File: config.mk
export PLATFORM = sky130hd
export DESIGN_NAME = rpe_regs
export DESIGN_NICKNAME = d
export VERILOG_FILES = /design/src/design/rpe_pkg.sv /design/src/design/rpe_regs.sv
export VERILOG_INCLUDE_DIRS = /design/src /design/src/design
export SDC_FILE = /design/constraint.sdc
export NUM_CORES = 1
export LEC_CHECK = 0
export BUFFER_PORTS_ARGS = -buffer_cell sky130_fd_sc_hd__buf_2
export CAP_MARGIN = 30
export CORE_UTILIZATION = 60
export DETAILED_ROUTE_END_ITERATION = 10
export PLACE_DENSITY = 0.84
export SLEW_MARGIN = 20
export SYNTH_ARGS = -nofsm -noshare
export SYNTH_HDL_FRONTEND = slang
export SYNTH_SLANG_ARGS = --single-unit
export TNS_END_PERCENT = 50
File: constraint.sdc
create_clock -name clk_sys -period 4.2 [get_ports clk_sys]
set_input_delay 0 -clock clk_sys [delete_from_list [all_inputs] [get_ports clk_sys]]
set_output_delay 0 -clock clk_sys [all_outputs]
set_load 0.01 [all_outputs]
File: src/design/rpe_params.svh
// Purpose: offsets, fields, resets and timing for the packet engine regs
// Assumes: 200 MHz system clock
// Notes:   byte-wide registers at their printed addresses
`ifndef RPE_PARAMS_SVH
`define RPE_PARAMS_SVH
`define RPE_OFF_STATUS    16'h103e
`define RPE_OFF_ACKCTL    16'h103f
`define RPE_OFF_SEED      16'h1040
`define RPE_OFF_DELAY     16'h1041
`define RPE_OFF_CRCWHT    16'h1042
`define RPE_OFF_CBLEN     16'h1043
`define RPE_OFF_ACKLEN    16'h1044
`define RPE_OFF_SETTLE    16'h1045
`define RPE_OFF_DCOUT     16'h1046
`define RPE_OFF_LOOPF     16'h1047
`define RPE_OFF_AUX       16'h1048
`define RPE_OFF_WAKE      16'h1049
`define RPE_OFF_INBAND_DETECT_THRESHOLD      16'h104c
`define RPE_OFF_CDSEL     16'h104d
`define RPE_OFF_RXTOL     16'h104f
`define RPE_OFF_RXDEM     16'h1050
`define RPE_OFF_DCAVG     16'h1051
`define RPE_OFF_DCMODE    16'h1052
`define RPE_RESET_BYTE    8'h00
`define RPE_ACK_EN_BIT    0
`define RPE_ARC_LSB       1
`define RPE_ARC_MSB       4
`define RPE_INTERVAL_BIT  5
`define RPE_PW_BIT        6
`define RPE_VMODE_BIT     7
`define RPE_DCSEL_BIT     0
`define RPE_ACKFIFO_BIT   1
`define RPE_CRCM_LSB      3
`define RPE_CRCM_MSB      4
`define RPE_CCITT_BIT     5
`define RPE_NINE_BIT_WHITENING_ENABLE_BIT      6
`define RPE_DYNLEN_BIT    6
`define RPE_CBEN_BIT      7
`define RPE_WHOLD_BIT     0
`define RPE_WRST_BIT      1
`define RPE_CDSEL_BIT     0
`define RPE_ETH_MSB       2
`define RPE_DCM_MSB       1
`define RPE_CCITT_INIT0   16'h1d0f
`define RPE_CCITT_INIT1   16'hffff
`define RPE_OTHER_INIT    16'h0000
`define RPE_PN9_SEED      9'h1ff
`define RPE_CLK_NS        5
`define RPE_PULSE_SHORT_NS 10000
`define RPE_PULSE_LONG_NS 30000
`define RPE_STEP_NS       200000
`define RPE_PULSE_SHORT_CYC \
  ((`RPE_PULSE_SHORT_NS + `RPE_CLK_NS - 1) / `RPE_CLK_NS)
`define RPE_PULSE_LONG_CYC \
  ((`RPE_PULSE_LONG_NS + `RPE_CLK_NS - 1) / `RPE_CLK_NS)
`define RPE_STEP_CYC ((`RPE_STEP_NS + `RPE_CLK_NS - 1) / `RPE_CLK_NS)
`endif

File: src/design/rpe_pkg.sv
// Purpose: types shared by the packet engine register block
// Assumes: nothing beyond the params header
// Notes:   constants live in rpe_params.svh
package rpe_pkg;
  typedef enum logic [2:0] {
    RPE_RS_IDLE = 3'b001,
    RPE_RS_WAIT = 3'b010,
    RPE_RS_DONE = 3'b100
  } rpe_resend_type;
  typedef enum logic [1:0] {
    RPE_CRC_CCITT = 2'h0,
    RPE_CRC_DNP   = 2'h1,
    RPE_CRC_IBM   = 2'h2,
    RPE_CRC_8     = 2'h3
  } rpe_crc_type;
endpackage

File: src/design/rpe_regs.sv
// Purpose: packet engine configuration, resend timing and status
// Assumes: radio events are one-cycle pulses synchronous to clk_sys
// Notes:   reads return data in the cycle after the read strobe
`include "rpe_params.svh"
`timescale 1ns/1ps
`default_nettype none

module rpe_regs #(
  parameter int STEP_CYC = `RPE_STEP_CYC,
  parameter int PLONG_CYC = `RPE_PULSE_LONG_CYC,
  parameter int PSHORT_CYC = `RPE_PULSE_SHORT_CYC
) (
  input  wire logic        clk_sys,
  input  wire logic        rstn,
  input  wire logic [15:0] reg_addr,
  input  wire logic [7:0]  reg_wdata,
  input  wire logic        reg_wr,
  input  wire logic        reg_rd,
  input  wire logic        tx_mode,
  input  wire logic        tx_start,
  input  wire logic        ack_ok,
  input  wire logic        packet_valid,
  input  wire logic        strobe_cmd,
  input  wire logic        packet_end,
  input  wire logic        wake_event,
  input  wire logic        carrier_in,
  input  wire logic        preamble_ok,
  input  wire logic [7:0]  rssi,
  input  wire logic [7:0]  auto_threshold,
  input  wire logic [3:0]  id_err_count,
  input  wire logic        frame_sync,
  input  wire logic [7:0]  dc_estimate,
  input  wire logic        whiten_step,
  input  wire logic [7:0]  tx_ctrl_in,
  input  wire logic        tx_ctrl_load,
  input  wire logic [7:0]  rx_ctrl_in,
  input  wire logic        rx_ctrl_load,
  input  wire logic [13:0] rx_len_in,
  input  wire logic        rx_len_load,
  output logic [7:0]       reg_rdata,
  output logic             resend_req,
  output logic             auto_ack_en,
  output logic             valid_ind,
  output logic [15:0]      crc_init,
  output logic [1:0]       crc_mode,
  output logic             whiten_bit,
  output logic             ack_fifo_sel,
  output logic [7:0]       ack_payload_length,
  output logic             control_byte_enable,
  output logic [7:0]       dc_ref,
  output logic             timed_wakeup_signal,
  output logic             hold_rx,
  output logic             carrier_detect,
  output logic             id_match
);
  logic [7:0] ackctl_q, seed_q, delay_q, crcwht_q, cblen_q;
  logic [7:0] acklen_q, settle_q, loopf_q, aux_q, wake_q;
  logic [7:0] inband_detect_threshold_q, cdsel_q, rxtol_q, rxdem_q, dcavg_q;
  logic [7:0] dcmode_q;
  logic [7:0] tx_ctrl_q, rx_ctrl_q, dc_sync_q, rdata_q;
  logic [13:0] rx_len_q;
  logic [3:0] countdown_q;
  logic finished_q, vflag_q, resend_req_q;
  logic [7:0] lfsr_q;
  logic [8:0] pn9_q;
  logic [15:0] tick_q;
  logic [8:0] steps_q;
  logic [15:0] pulse_q;
  logic valid_ind_q, wake_sig_q, hold_q, cd_q, idm_q, auto_ack_q;
  logic [7:0] dc_ref_q;
  logic [15:0] crc_init_q;
  rpe_pkg::rpe_resend_type rs_q;

  // field views of the control bytes
  logic       ack_en;
  logic [3:0] resend_cycle_setting;
  logic       fixed_iv;
  logic       vpulse;
  logic       long_pw;
  logic       ev_valid;
  logic       seq_go;
  assign ack_en   = ackctl_q[`RPE_ACK_EN_BIT];
  assign resend_cycle_setting      = ackctl_q[`RPE_ARC_MSB:`RPE_ARC_LSB];
  assign fixed_iv = ackctl_q[`RPE_INTERVAL_BIT];
  assign long_pw  = ackctl_q[`RPE_PW_BIT];
  assign vpulse   = ackctl_q[`RPE_VMODE_BIT];
  assign ev_valid = packet_valid | ack_ok;
  assign seq_go   = tx_start & tx_mode & ack_en & (resend_cycle_setting != 4'h0);

  // address decode for the read mux only; the write side decodes separately
  function automatic logic [7:0] rd_mux(input logic [15:0] a);
    logic [7:0] r;
    r = 8'h00;
    if (a == `RPE_OFF_STATUS) begin
      r = {2'h0, finished_q, vflag_q, countdown_q};
    end else if (a == `RPE_OFF_ACKCTL) begin
      r = ackctl_q;
    end else if (a == `RPE_OFF_SEED) begin
      r = seed_q;
    end else if (a == `RPE_OFF_DELAY) begin
      r = delay_q;
    end else if (a == `RPE_OFF_CRCWHT) begin
      r = tx_ctrl_q;
    end else if (a == `RPE_OFF_CBLEN) begin
      r = rx_ctrl_q;
    end else if (a == `RPE_OFF_ACKLEN) begin
      r = {2'h0, rx_len_q[13:8]};
    end else if (a == `RPE_OFF_SETTLE) begin
      r = rx_len_q[7:0];
    end else if (a == `RPE_OFF_DCOUT) begin
      r = dc_ref_q;
    end
    return r;
  endfunction

  // write side: every writable byte, reset to zero
  always_ff @(posedge clk_sys or negedge rstn) begin
    if (!rstn) begin
      ackctl_q <= `RPE_RESET_BYTE;
      seed_q   <= `RPE_RESET_BYTE;
      delay_q  <= `RPE_RESET_BYTE;
      crcwht_q <= `RPE_RESET_BYTE;
      cblen_q  <= `RPE_RESET_BYTE;
      acklen_q <= `RPE_RESET_BYTE;
      settle_q <= `RPE_RESET_BYTE;
      loopf_q  <= `RPE_RESET_BYTE;
      aux_q    <= `RPE_RESET_BYTE;
      wake_q   <= `RPE_RESET_BYTE;
      inband_detect_threshold_q   <= `RPE_RESET_BYTE;
      cdsel_q  <= `RPE_RESET_BYTE;
      rxtol_q  <= `RPE_RESET_BYTE;
      rxdem_q  <= `RPE_RESET_BYTE;
      dcavg_q  <= `RPE_RESET_BYTE;
      dcmode_q <= `RPE_RESET_BYTE;
    end else if (reg_wr) begin
      if (reg_addr == `RPE_OFF_ACKCTL) begin
        ackctl_q <= reg_wdata;
      end else if (reg_addr == `RPE_OFF_SEED) begin
        seed_q <= reg_wdata;
      end else if (reg_addr == `RPE_OFF_DELAY) begin
        delay_q <= reg_wdata;
      end else if (reg_addr == `RPE_OFF_CRCWHT) begin
        crcwht_q <= reg_wdata;
      end else if (reg_addr == `RPE_OFF_CBLEN) begin
        cblen_q <= reg_wdata;
      end else if (reg_addr == `RPE_OFF_ACKLEN) begin
        acklen_q <= reg_wdata;
      end else if (reg_addr == `RPE_OFF_SETTLE) begin
        settle_q <= reg_wdata;
      end else if (reg_addr == `RPE_OFF_LOOPF) begin
        loopf_q <= reg_wdata;
      end else if (reg_addr == `RPE_OFF_AUX) begin
        aux_q <= reg_wdata;
      end else if (reg_addr == `RPE_OFF_WAKE) begin
        wake_q <= reg_wdata;
      end else if (reg_addr == `RPE_OFF_INBAND_DETECT_THRESHOLD) begin
        inband_detect_threshold_q <= reg_wdata;
      end else if (reg_addr == `RPE_OFF_CDSEL) begin
        cdsel_q <= reg_wdata;
      end else if (reg_addr == `RPE_OFF_RXTOL) begin
        rxtol_q <= reg_wdata;
      end else if (reg_addr == `RPE_OFF_RXDEM) begin
        rxdem_q <= reg_wdata;
      end else if (reg_addr == `RPE_OFF_DCAVG) begin
        dcavg_q <= reg_wdata;
      end else if (reg_addr == `RPE_OFF_DCMODE) begin
        dcmode_q <= reg_wdata;
      end
    end
  end

  // read data stands for exactly one cycle, zero otherwise
  always_ff @(posedge clk_sys or negedge rstn) begin
    if (!rstn) begin
      rdata_q <= 8'h00;
    end else if (reg_rd) begin
      rdata_q <= rd_mux(reg_addr);
    end else begin
      rdata_q <= 8'h00;
    end
  end

  // random source, reseeded whenever software writes the seed
  always_ff @(posedge clk_sys or negedge rstn) begin
    if (!rstn) begin
      lfsr_q <= 8'h01;
    end else if (reg_wr && reg_addr == `RPE_OFF_SEED) begin
      lfsr_q <= (reg_wdata == 8'h00) ? 8'h01 : reg_wdata;
    end else begin
      lfsr_q <= {lfsr_q[6:0],
                 lfsr_q[7] ^ lfsr_q[5] ^ lfsr_q[4] ^ lfsr_q[3]};
    end
  end

  // resend sequencer: wait a delay, fire, count down
  always_ff @(posedge clk_sys or negedge rstn) begin
    if (!rstn) begin
      rs_q         <= rpe_pkg::RPE_RS_IDLE;
      countdown_q  <= 4'h0;
      finished_q   <= 1'b0;
      resend_req_q <= 1'b0;
      tick_q       <= 16'h0000;
      steps_q      <= 9'h000;
    end else begin
      resend_req_q <= 1'b0;
      case (rs_q)
        rpe_pkg::RPE_RS_IDLE: begin
          if (seq_go) begin
            countdown_q <= resend_cycle_setting;
            finished_q  <= 1'b0;
            tick_q      <= 16'h0000;
            // fixed uses full delay; random masks it by lfsr
            steps_q     <= fixed_iv ? {1'b0, delay_q} :
                           {1'b0, delay_q & lfsr_q};
            rs_q        <= rpe_pkg::RPE_RS_WAIT;
          end
        end
        rpe_pkg::RPE_RS_WAIT: begin
          if (ack_ok || !ack_en) begin
            // ack arrived or software pulled the enable
            finished_q <= 1'b1;
            rs_q       <= rpe_pkg::RPE_RS_DONE;
          end else if (tick_q != 16'(STEP_CYC - 1)) begin
            tick_q <= tick_q + 16'h0001;
          end else if (steps_q != 9'h000) begin
            tick_q  <= 16'h0000;
            steps_q <= steps_q - 9'h001;
          end else begin
            resend_req_q <= 1'b1;
            countdown_q  <= countdown_q - 4'h1;
            tick_q       <= 16'h0000;
            steps_q      <= fixed_iv ? {1'b0, delay_q} :
                            {1'b0, delay_q & lfsr_q};
            if (countdown_q == 4'h1) begin
              finished_q <= 1'b1;
              rs_q       <= rpe_pkg::RPE_RS_DONE;
            end
          end
        end
        rpe_pkg::RPE_RS_DONE: begin
          if (seq_go) begin
            countdown_q <= resend_cycle_setting;
            finished_q  <= 1'b0;
            tick_q      <= 16'h0000;
            steps_q     <= fixed_iv ? {1'b0, delay_q} :
                           {1'b0, delay_q & lfsr_q};
            rs_q        <= rpe_pkg::RPE_RS_WAIT;
          end
        end
        default: begin
          rs_q <= rpe_pkg::RPE_RS_IDLE;
        end
      endcase
    end
  end

  // sticky valid-or-ack flag; a new event beats the strobe clear
  always_ff @(posedge clk_sys or negedge rstn) begin
    if (!rstn) begin
      vflag_q <= 1'b0;
    end else if (ev_valid) begin
      vflag_q <= 1'b1;
    end else if (strobe_cmd) begin
      vflag_q <= 1'b0;
    end
  end

  // valid indication: level follows flag, or a timed pulse
  always_ff @(posedge clk_sys or negedge rstn) begin
    if (!rstn) begin
      valid_ind_q <= 1'b0;
      pulse_q     <= 16'h0000;
    end else if (!vpulse) begin
      pulse_q     <= 16'h0000;
      valid_ind_q <= ev_valid | (vflag_q & ~strobe_cmd);
    end else if (ev_valid && pulse_q == 16'h0000) begin
      // width counted from this edge, so high exactly N cycles
      pulse_q     <= long_pw ? 16'(PLONG_CYC - 1) :
                     16'(PSHORT_CYC - 1);
      valid_ind_q <= 1'b1;
    end else if (pulse_q != 16'h0000) begin
      pulse_q <= pulse_q - 16'h0001;
    end else begin
      valid_ind_q <= 1'b0;
    end
  end

  // checksum selection and its start value
  always_ff @(posedge clk_sys or negedge rstn) begin
    if (!rstn) begin
      crc_init_q <= `RPE_CCITT_INIT0;
    end else if (crcwht_q[`RPE_CRCM_MSB:`RPE_CRCM_LSB] ==
                 rpe_pkg::RPE_CRC_CCITT) begin
      crc_init_q <= crcwht_q[`RPE_CCITT_BIT] ?
                    `RPE_CCITT_INIT1 : `RPE_CCITT_INIT0;
    end else begin
      crc_init_q <= `RPE_OTHER_INIT;
    end
  end

  // pn9 whitening, restarted with every packet
  always_ff @(posedge clk_sys or negedge rstn) begin
    if (!rstn) begin
      pn9_q <= `RPE_PN9_SEED;
    end else if (tx_start) begin
      pn9_q <= `RPE_PN9_SEED;
    end else if (whiten_step && crcwht_q[`RPE_NINE_BIT_WHITENING_ENABLE_BIT]) begin
      pn9_q <= {pn9_q[7:0], pn9_q[8] ^ pn9_q[4]};
    end
  end

  // control bytes and received length capture
  always_ff @(posedge clk_sys or negedge rstn) begin
    if (!rstn) begin
      tx_ctrl_q <= 8'h00;
      rx_ctrl_q <= 8'h00;
      rx_len_q  <= 14'h0000;
    end else begin
      if (tx_ctrl_load && cblen_q[`RPE_CBEN_BIT]) begin
        tx_ctrl_q <= tx_ctrl_in;
      end
      if (rx_ctrl_load) begin
        rx_ctrl_q <= rx_ctrl_in;
      end
      if (rx_len_load && cblen_q[`RPE_DYNLEN_BIT]) begin
        rx_len_q <= rx_len_in;
      end
    end
  end

  // wake-on-receive signal and receive hold
  always_ff @(posedge clk_sys or negedge rstn) begin
    if (!rstn) begin
      wake_sig_q <= 1'b0;
      hold_q     <= 1'b0;
    end else begin
      if (wake_event) begin
        wake_sig_q <= 1'b1;
      end else if (wake_q[`RPE_WRST_BIT] ? strobe_cmd :
                   packet_end) begin
        wake_sig_q <= 1'b0;
      end
      if (wake_q[`RPE_WHOLD_BIT] && (carrier_in || preamble_ok)) begin
        hold_q <= 1'b1;
      end else if (strobe_cmd || packet_end ||
                   !wake_q[`RPE_WHOLD_BIT]) begin
        hold_q <= 1'b0;
      end
    end
  end

  // carrier compare, id tolerance and dc reference
  always_ff @(posedge clk_sys or negedge rstn) begin
    if (!rstn) begin
      cd_q      <= 1'b0;
      idm_q     <= 1'b0;
      dc_sync_q <= 8'h00;
      dc_ref_q  <= 8'h00;
    end else begin
      cd_q  <= cdsel_q[`RPE_CDSEL_BIT] ? (rssi >= inband_detect_threshold_q) :
               (rssi >= auto_threshold);
      idm_q <= id_err_count <= {1'b0, rxtol_q[`RPE_ETH_MSB:0]};
      if (frame_sync) begin
        dc_sync_q <= dc_estimate;
      end
      // software value is ignored unless estimation mode is 00
      if (crcwht_q[`RPE_DCSEL_BIT] &&
          dcmode_q[`RPE_DCM_MSB:0] == 2'h0) begin
        dc_ref_q <= dcavg_q;
      end else begin
        dc_ref_q <= dc_sync_q;
      end
    end
  end

  // registered outputs
  assign reg_rdata           = rdata_q;
  assign resend_req          = resend_req_q;
  assign auto_ack_en         = auto_ack_q;
  assign valid_ind           = valid_ind_q;
  assign crc_init            = crc_init_q;
  assign crc_mode            = crcwht_q[`RPE_CRCM_MSB:`RPE_CRCM_LSB];
  assign whiten_bit          = pn9_q[8];
  assign ack_fifo_sel        = crcwht_q[`RPE_ACKFIFO_BIT];
  assign ack_payload_length  = acklen_q;
  assign control_byte_enable = cblen_q[`RPE_CBEN_BIT];
  assign dc_ref              = dc_ref_q;
  assign timed_wakeup_signal = wake_sig_q;
  assign hold_rx             = hold_q;
  assign carrier_detect      = cd_q;
  assign id_match            = idm_q;

  // auto-ack only while receiving; lags enable and direction a cycle
  always_ff @(posedge clk_sys or negedge rstn) begin
    if (!rstn) begin
      auto_ack_q <= 1'b0;
    end else begin
      auto_ack_q <= ack_en & ~tx_mode;
    end
  end
endmodule
`default_nettype wire

# Word-level counts from Yosys, hierarchy flattened
# Cells that the tools add are included.
# op_classes
n_addsub,4
magnitude_cmp,3
n_eq_ne,32
muxes,63
n_bitwise,29
n_reduce_logical,43
# op_table
op,count
16-bit by 13-bit equality test with 1-bit output (second input constant),18
16-bit two-way mux,8
8-bit two-way mux,14
9-bit two-way mux,6
16-bit case mux with 2 select lines,1
1-bit two-way mux,20
9-bit case mux with 2 select lines,1
1-bit inverter,17
17-bit AND reduction,1
16-bit by 1-bit adder with 16-bit output (second input constant),1
8-bit greater-or-equal comparator,2
16-bit zero test,1
4-bit two-way mux,4
16-bit != test (second input constant),1
16-bit AND reduction,1
16-bit nonzero test,1
16-bit by 1-bit subtractor with 16-bit output (second input constant),1
3-bit two-way mux,5
5-bit AND reduction,3
14-bit AND reduction,1
13-bit two-way mux,1
13-bit AND reduction,1
3-bit != test (second input constant),4
12-bit AND reduction,1
other kinds (32),60
# word_totals
reg_bits,215
out_inout_bits,52

# Depth between registers and ports, before layout
# depth
depth_word,11
depth_mapped,8

# Least setup slack after synthesis
# Ideal clock, no wire load.
# synth_timing
path_kind,register -> register
from,register rs_q[1]
to,register tick_q[9]
setup_time_ns,0.140
t_arrival_ns,2.162
required_time_ns,4.060
slack_ns,1.899
path_stages_with_launch,9
synth_period_minus_slack_ns,2.301
path_cell_list,dfrtp_1 or3b_2 nor3b_1 clkbuf_1 nor2_1 clkbuf_1 clkbuf_1 a22oi_1 o21ai_0
# synth_via
elab_chain_len,4
# synth_rtl
item,line,text
from (decl),rpe_regs.sv:72,rpe_pkg::rpe_resend_type rs_q;
from (signal assigned),rpe_regs.sv:198,rs_q <= rpe_pkg::RPE_RS_IDLE;
from (signal assigned),rpe_regs.sv:215,rs_q <= rpe_pkg::RPE_RS_WAIT;
from (signal assigned),rpe_regs.sv:222,rs_q <= rpe_pkg::RPE_RS_DONE;
3-bit equality test or 3-bit by 1-bit equality test with 1-bit output (tied branches),rpe_regs.sv:206,case (rs_q)
2-bit OR reduction (no source line),-,
2-bit by 1-bit != test with 1-bit output (no source line) or 2-bit nonzero test (tied branches),-,
3-bit AND reduction (no source line),-,
to (signal assigned),rpe_regs.sv:224,tick_q <= tick_q + 16'h0001;
to (decl),rpe_regs.sv:66,logic [15:0] tick_q;
# Parallel ways exist; a longest one is shown, timed or not.
# A chain may end at the register's enable or synchronous reset.

# Worst setup path in the final report
# layout_timing
from,register pulse_q[0]
to,register pulse_q[7]
# layout_via
elab_chain_len,4
# layout_rtl
item,line,text
from (decl),rpe_regs.sv:68,logic [15:0] pulse_q;
from (signal assigned),rpe_regs.sv:278,pulse_q <= long_pw ? 16'(PLONG_CYC - 1) :
from (signal assigned),rpe_regs.sv:282,pulse_q <= pulse_q - 16'h0001;
16-bit by 1-bit subtractor with 16-bit output or 16-bit zero test (tied branches),"rpe_regs.sv:282, rpe_regs.sv:276",
16-bit two-way mux or 1-bit logical AND (tied branches),"rpe_regs.sv:281, rpe_regs.sv:276",
16-bit two-way mux,rpe_regs.sv:276,end else if (ev_valid && pulse_q == 16'h0000) begin
16-bit two-way mux,rpe_regs.sv:273,end else if (!vpulse) begin
# Parallel ways exist; a longest one is shown, timed or not. The select of a mux whose other input is x is not followed.

==> out/metrics.cfg <==
[outcome]
status=finished, final reports clean

[floorplan]
io_pins=152
fp.dieArea_mm2=0.0167
floorplan.core_area_mm2=0.0158
chipHeight_um=129
initial_core_util=0.612
die_w_um=129
row_count=46

[drt]
postRouteWirelength_um=27500
drcViolationCount=0
detailedRoute.firstIterationViolations=1003
drtAntennaViolNets=0
vias_per_cell=6.20
vias=8301
first_pass_iters=6
wl_per_cell_um=20.5

[sta]
fin_tns_setup_ns=0
slew_headroom=0.346
timing.fmax_mhz=389
drv_slew=0
worst_slew_pin_slew_ns=0.980
grt_setup_unrepaired=false
worst_hold_slack_ns=0.0580
final.period_utilization=0.612
timing.final.crit_period_ns=2.57
hold_viol_final=0
finClkSkew_ns=0.0149
final_number_of_setup_violating_endpoints=0

[critical_path]
crit_end=pulse_q[7]
setup.worst_path.start_class=flop
worst_r2r_startpoint=pulse_q[0]
worst_ep_required_time_ns=4.50
worstRegToRegCells=7
cp.arrival_ns=2.87
worst_setup_path_end_kind=flop
endpoint_of_the_worst_slack_reg_to_reg_timing_path=pulse_q[7]
crit_path_start=pulse_q[0]
critPathMaxFanout=7
setup.reg_to_reg.worst_slack_ns=1.63
critical_path_class=flop to flop

[clock_tree]
clk_path_buf_depth=2
post_cts_resized=0
cts_tree=done
cts.sinks=194
post-cts-setup-buffer-count=0
cts_inserted_buffers=17
worst_skew_pair.late_latency_ns=0.45
cts_root_buf=sky130_fd_sc_hd__clkbuf_16
htree_levels=4
cts.reportedPaths.clkPinSlew_ns=0.07
holdBufCountCts=79

[synth]
proportion_of_netlist_area_held_by_the_largest_area_contributor=0.470
yosys.area.top_type=sky130_fd_sc_hd__dfrtp_1
post_synth.cell_area_avg_um2=10.7
synth_cell_types=67
syn-instance-count=907
synth_flop_cell=sky130_fd_sc_hd__dfrtp_1
synth.cells.most_frequent=182 x sky130_fd_sc_hd__dfrtp_1, 98 x sky130_fd_sc_hd__mux2_2, 91 x sky130_fd_sc_hd__nand2_1, 49 x sky130_fd_sc_hd__nor2_1, 46 x sky130_fd_sc_hd__o21ai_0
synth_top_cells_by_area=sky130_fd_sc_hd__dfrtp_1 47%, sky130_fd_sc_hd__mux2_2 11%, sky130_fd_sc_hd__nand2_1 3.5%
seq_area_frac_synth=0.503
synth.net_count=1031
synth.most_common_cell=sky130_fd_sc_hd__dfrtp_1
number_of_enable_type_register_cells_in_the_synthesized_netlist=0
post_synth_instance_area_mm2=0.00969
synth_seq_cells=194
postSynth.asyncResetShare=1.00
yosys_warnings=0

[power_and_ir_drop]
leakage_nw=5.82
power_switching_share=0.265
internal_power_mw=2.92
p_per_area_mw_per_mm2=335
comb_power_share=0.104
share_seq_of_total_power=0.500
clock_network_fraction_of_total_power=0.395
p_sw_mw=1.05
total_power_consumption_of_the_routed_design_mw=3.98
vdd_drop_max_v=0.000311

[grt]
antenna_found_initial=0
grt_max_degree=131
via_count_of_the_first_global_routing_pass=8374
global_route.usage.total=0.346
overflow=0
grt_pass1_wl_um=43300

[cells_and_area]
post_route_cells_drive_above_1_share=0.287
fin_nets=1234
syn_to_final_growth_pct=22.5
n_antenna_cell=0
final_cells=1339
finalInstanceArea_mm2=0.0119

[place]
placed_cell_count=1228
place_hpwl_um=16300
place.port_buffers=151
gp_routability_congestion=0.880
placed_area_mm2=0.0105

[run]
timing.max_cap.violations=0

[worst_hold_path]
worst_hold_path_type=input pin to flop
hold-path-cell-count=3

cell usage in the layout (no fill, tap or decap), types with 6 or more instances in the layout:
master and instances:
sky130_fd_sc_hd__dlygate4sd3_1 79, sky130_fd_sc_hd__nor4_1 12, sky130_fd_sc_hd__nor3_1 21, sky130_fd_sc_hd__dfstp_2 12, sky130_fd_sc_hd__mux2i_1 8, sky130_fd_sc_hd__a211o_1 10, sky130_fd_sc_hd__a21o_1 11, sky130_fd_sc_hd__mux2_4 8
sky130_fd_sc_hd__or4_1 7, sky130_fd_sc_hd__dfrtp_1 182, sky130_fd_sc_hd__ha_1 24, sky130_fd_sc_hd__nor2_1 49, sky130_fd_sc_hd__nand2b_1 6, sky130_fd_sc_hd__nand4_1 8, sky130_fd_sc_hd__and3_1 18, sky130_fd_sc_hd__clkbuf_16 17
sky130_fd_sc_hd__o21ai_0 46, sky130_fd_sc_hd__buf_4 6, sky130_fd_sc_hd__a21oi_1 38, sky130_fd_sc_hd__nor2b_1 6, sky130_fd_sc_hd__nand3_1 28, sky130_fd_sc_hd__a2bb2oi_1 6, sky130_fd_sc_hd__or3_1 7, sky130_fd_sc_hd__nand2_1 91
sky130_fd_sc_hd__nor3b_1 10, sky130_fd_sc_hd__xnor2_1 10, sky130_fd_sc_hd__buf_2 150, sky130_fd_sc_hd__a31oi_1 7, sky130_fd_sc_hd__inv_1 44, sky130_fd_sc_hd__mux2_2 98, sky130_fd_sc_hd__o211ai_1 7
cell families after synthesis:
logic type	share of synthesized area
muxes	0.135
AOI/OAI and AO/OA	0.119
adders and majority gates	0.0310
buffers and inverters	0.0444
xor gates and xnor gates	0.0136
and+or+nand+nor	0.155
DFF	0.503
flip-flops by register name, summed over array words and instances (netlist names), 9 cells and up:
signal and flops:
pn9_q 9, pulse_q 16, rx_len_q 14, steps_q 9
tick_q 16
through the flow:
| stage | setup slack [ns] | utilization |
|---|---|---|
| floorplan | 1.90 | - |
| global placement | 1.73 | 0.663 |
| detailed placement | 1.69 | 0.664 |
| CTS | 1.63 | 0.749 |
| global route | 1.33 | 0.749 |
| finish | 1.63 | 0.749 |
layer usage:
| metal | global-route usage | up-vias | routed length [um] |
|---|---|---|---|
| met5 | 0 | - | 0 |
| met4 | 0.217 | 0 | 1560 |
| met3 | 0.0867 | 153 | 2280 |
| met2 | 0.557 | 485 | 13200 |
| met1 | 0.420 | 3996 | 10500 |
| li1 | - | 3667 | - |
power groups by stage:
stage	sequential [mW]	combinational, mW	clock (mW)
floorplan	2.01	0.164	0
global placement	2.01	0.306	0
detailed placement	2.02	0.317	0
CTS	1.98	0.388	1.56
global route	1.99	0.447	1.65
finish	1.99	0.415	1.57
critical path: stages, from the launching register on:
cell	delay, ns
sky130_fd_sc_hd__dfrtp_1	0.42
sky130_fd_sc_hd__inv_1	0.08
sky130_fd_sc_hd__ha_1	0.17
sky130_fd_sc_hd__nor3b_1	0.45
sky130_fd_sc_hd__nand2_1	0.18
sky130_fd_sc_hd__or4_1	0.53
sky130_fd_sc_hd__o21ai_1	0.48
sky130_fd_sc_hd__nor2_1	0.13
layout make-up:
type | instances | area (um2)
Sequential cell | 194 | 4870
Fill cell | 1008 | 3970
Inverter | 44 | 165
Clock inverter | 14 | 119
Timing Repair Buffer | 237 | 1610
Clock buffer | 18 | 439
Multi-Input combinational cell | 616 | 4390
Tap cell | 216 | 270
worst min-delay path by stage:
stage | slack (ns) | from | endpoint
after detailed placement | 0.15 | id_err_count[3] | id_match
after CTS | 0.02 | reg_addr[4] | reg_rdata[7]
after global routing | 0.07 | packet_valid | pulse_q[1]
after floorplan | -0.30 | rstn | ack_payload_length[0]
final | 0.06 | packet_valid | pulse_q[1]
after global placement | 0.15 | id_err_count[3] | id_match
(Power assumes the default switching activity.)
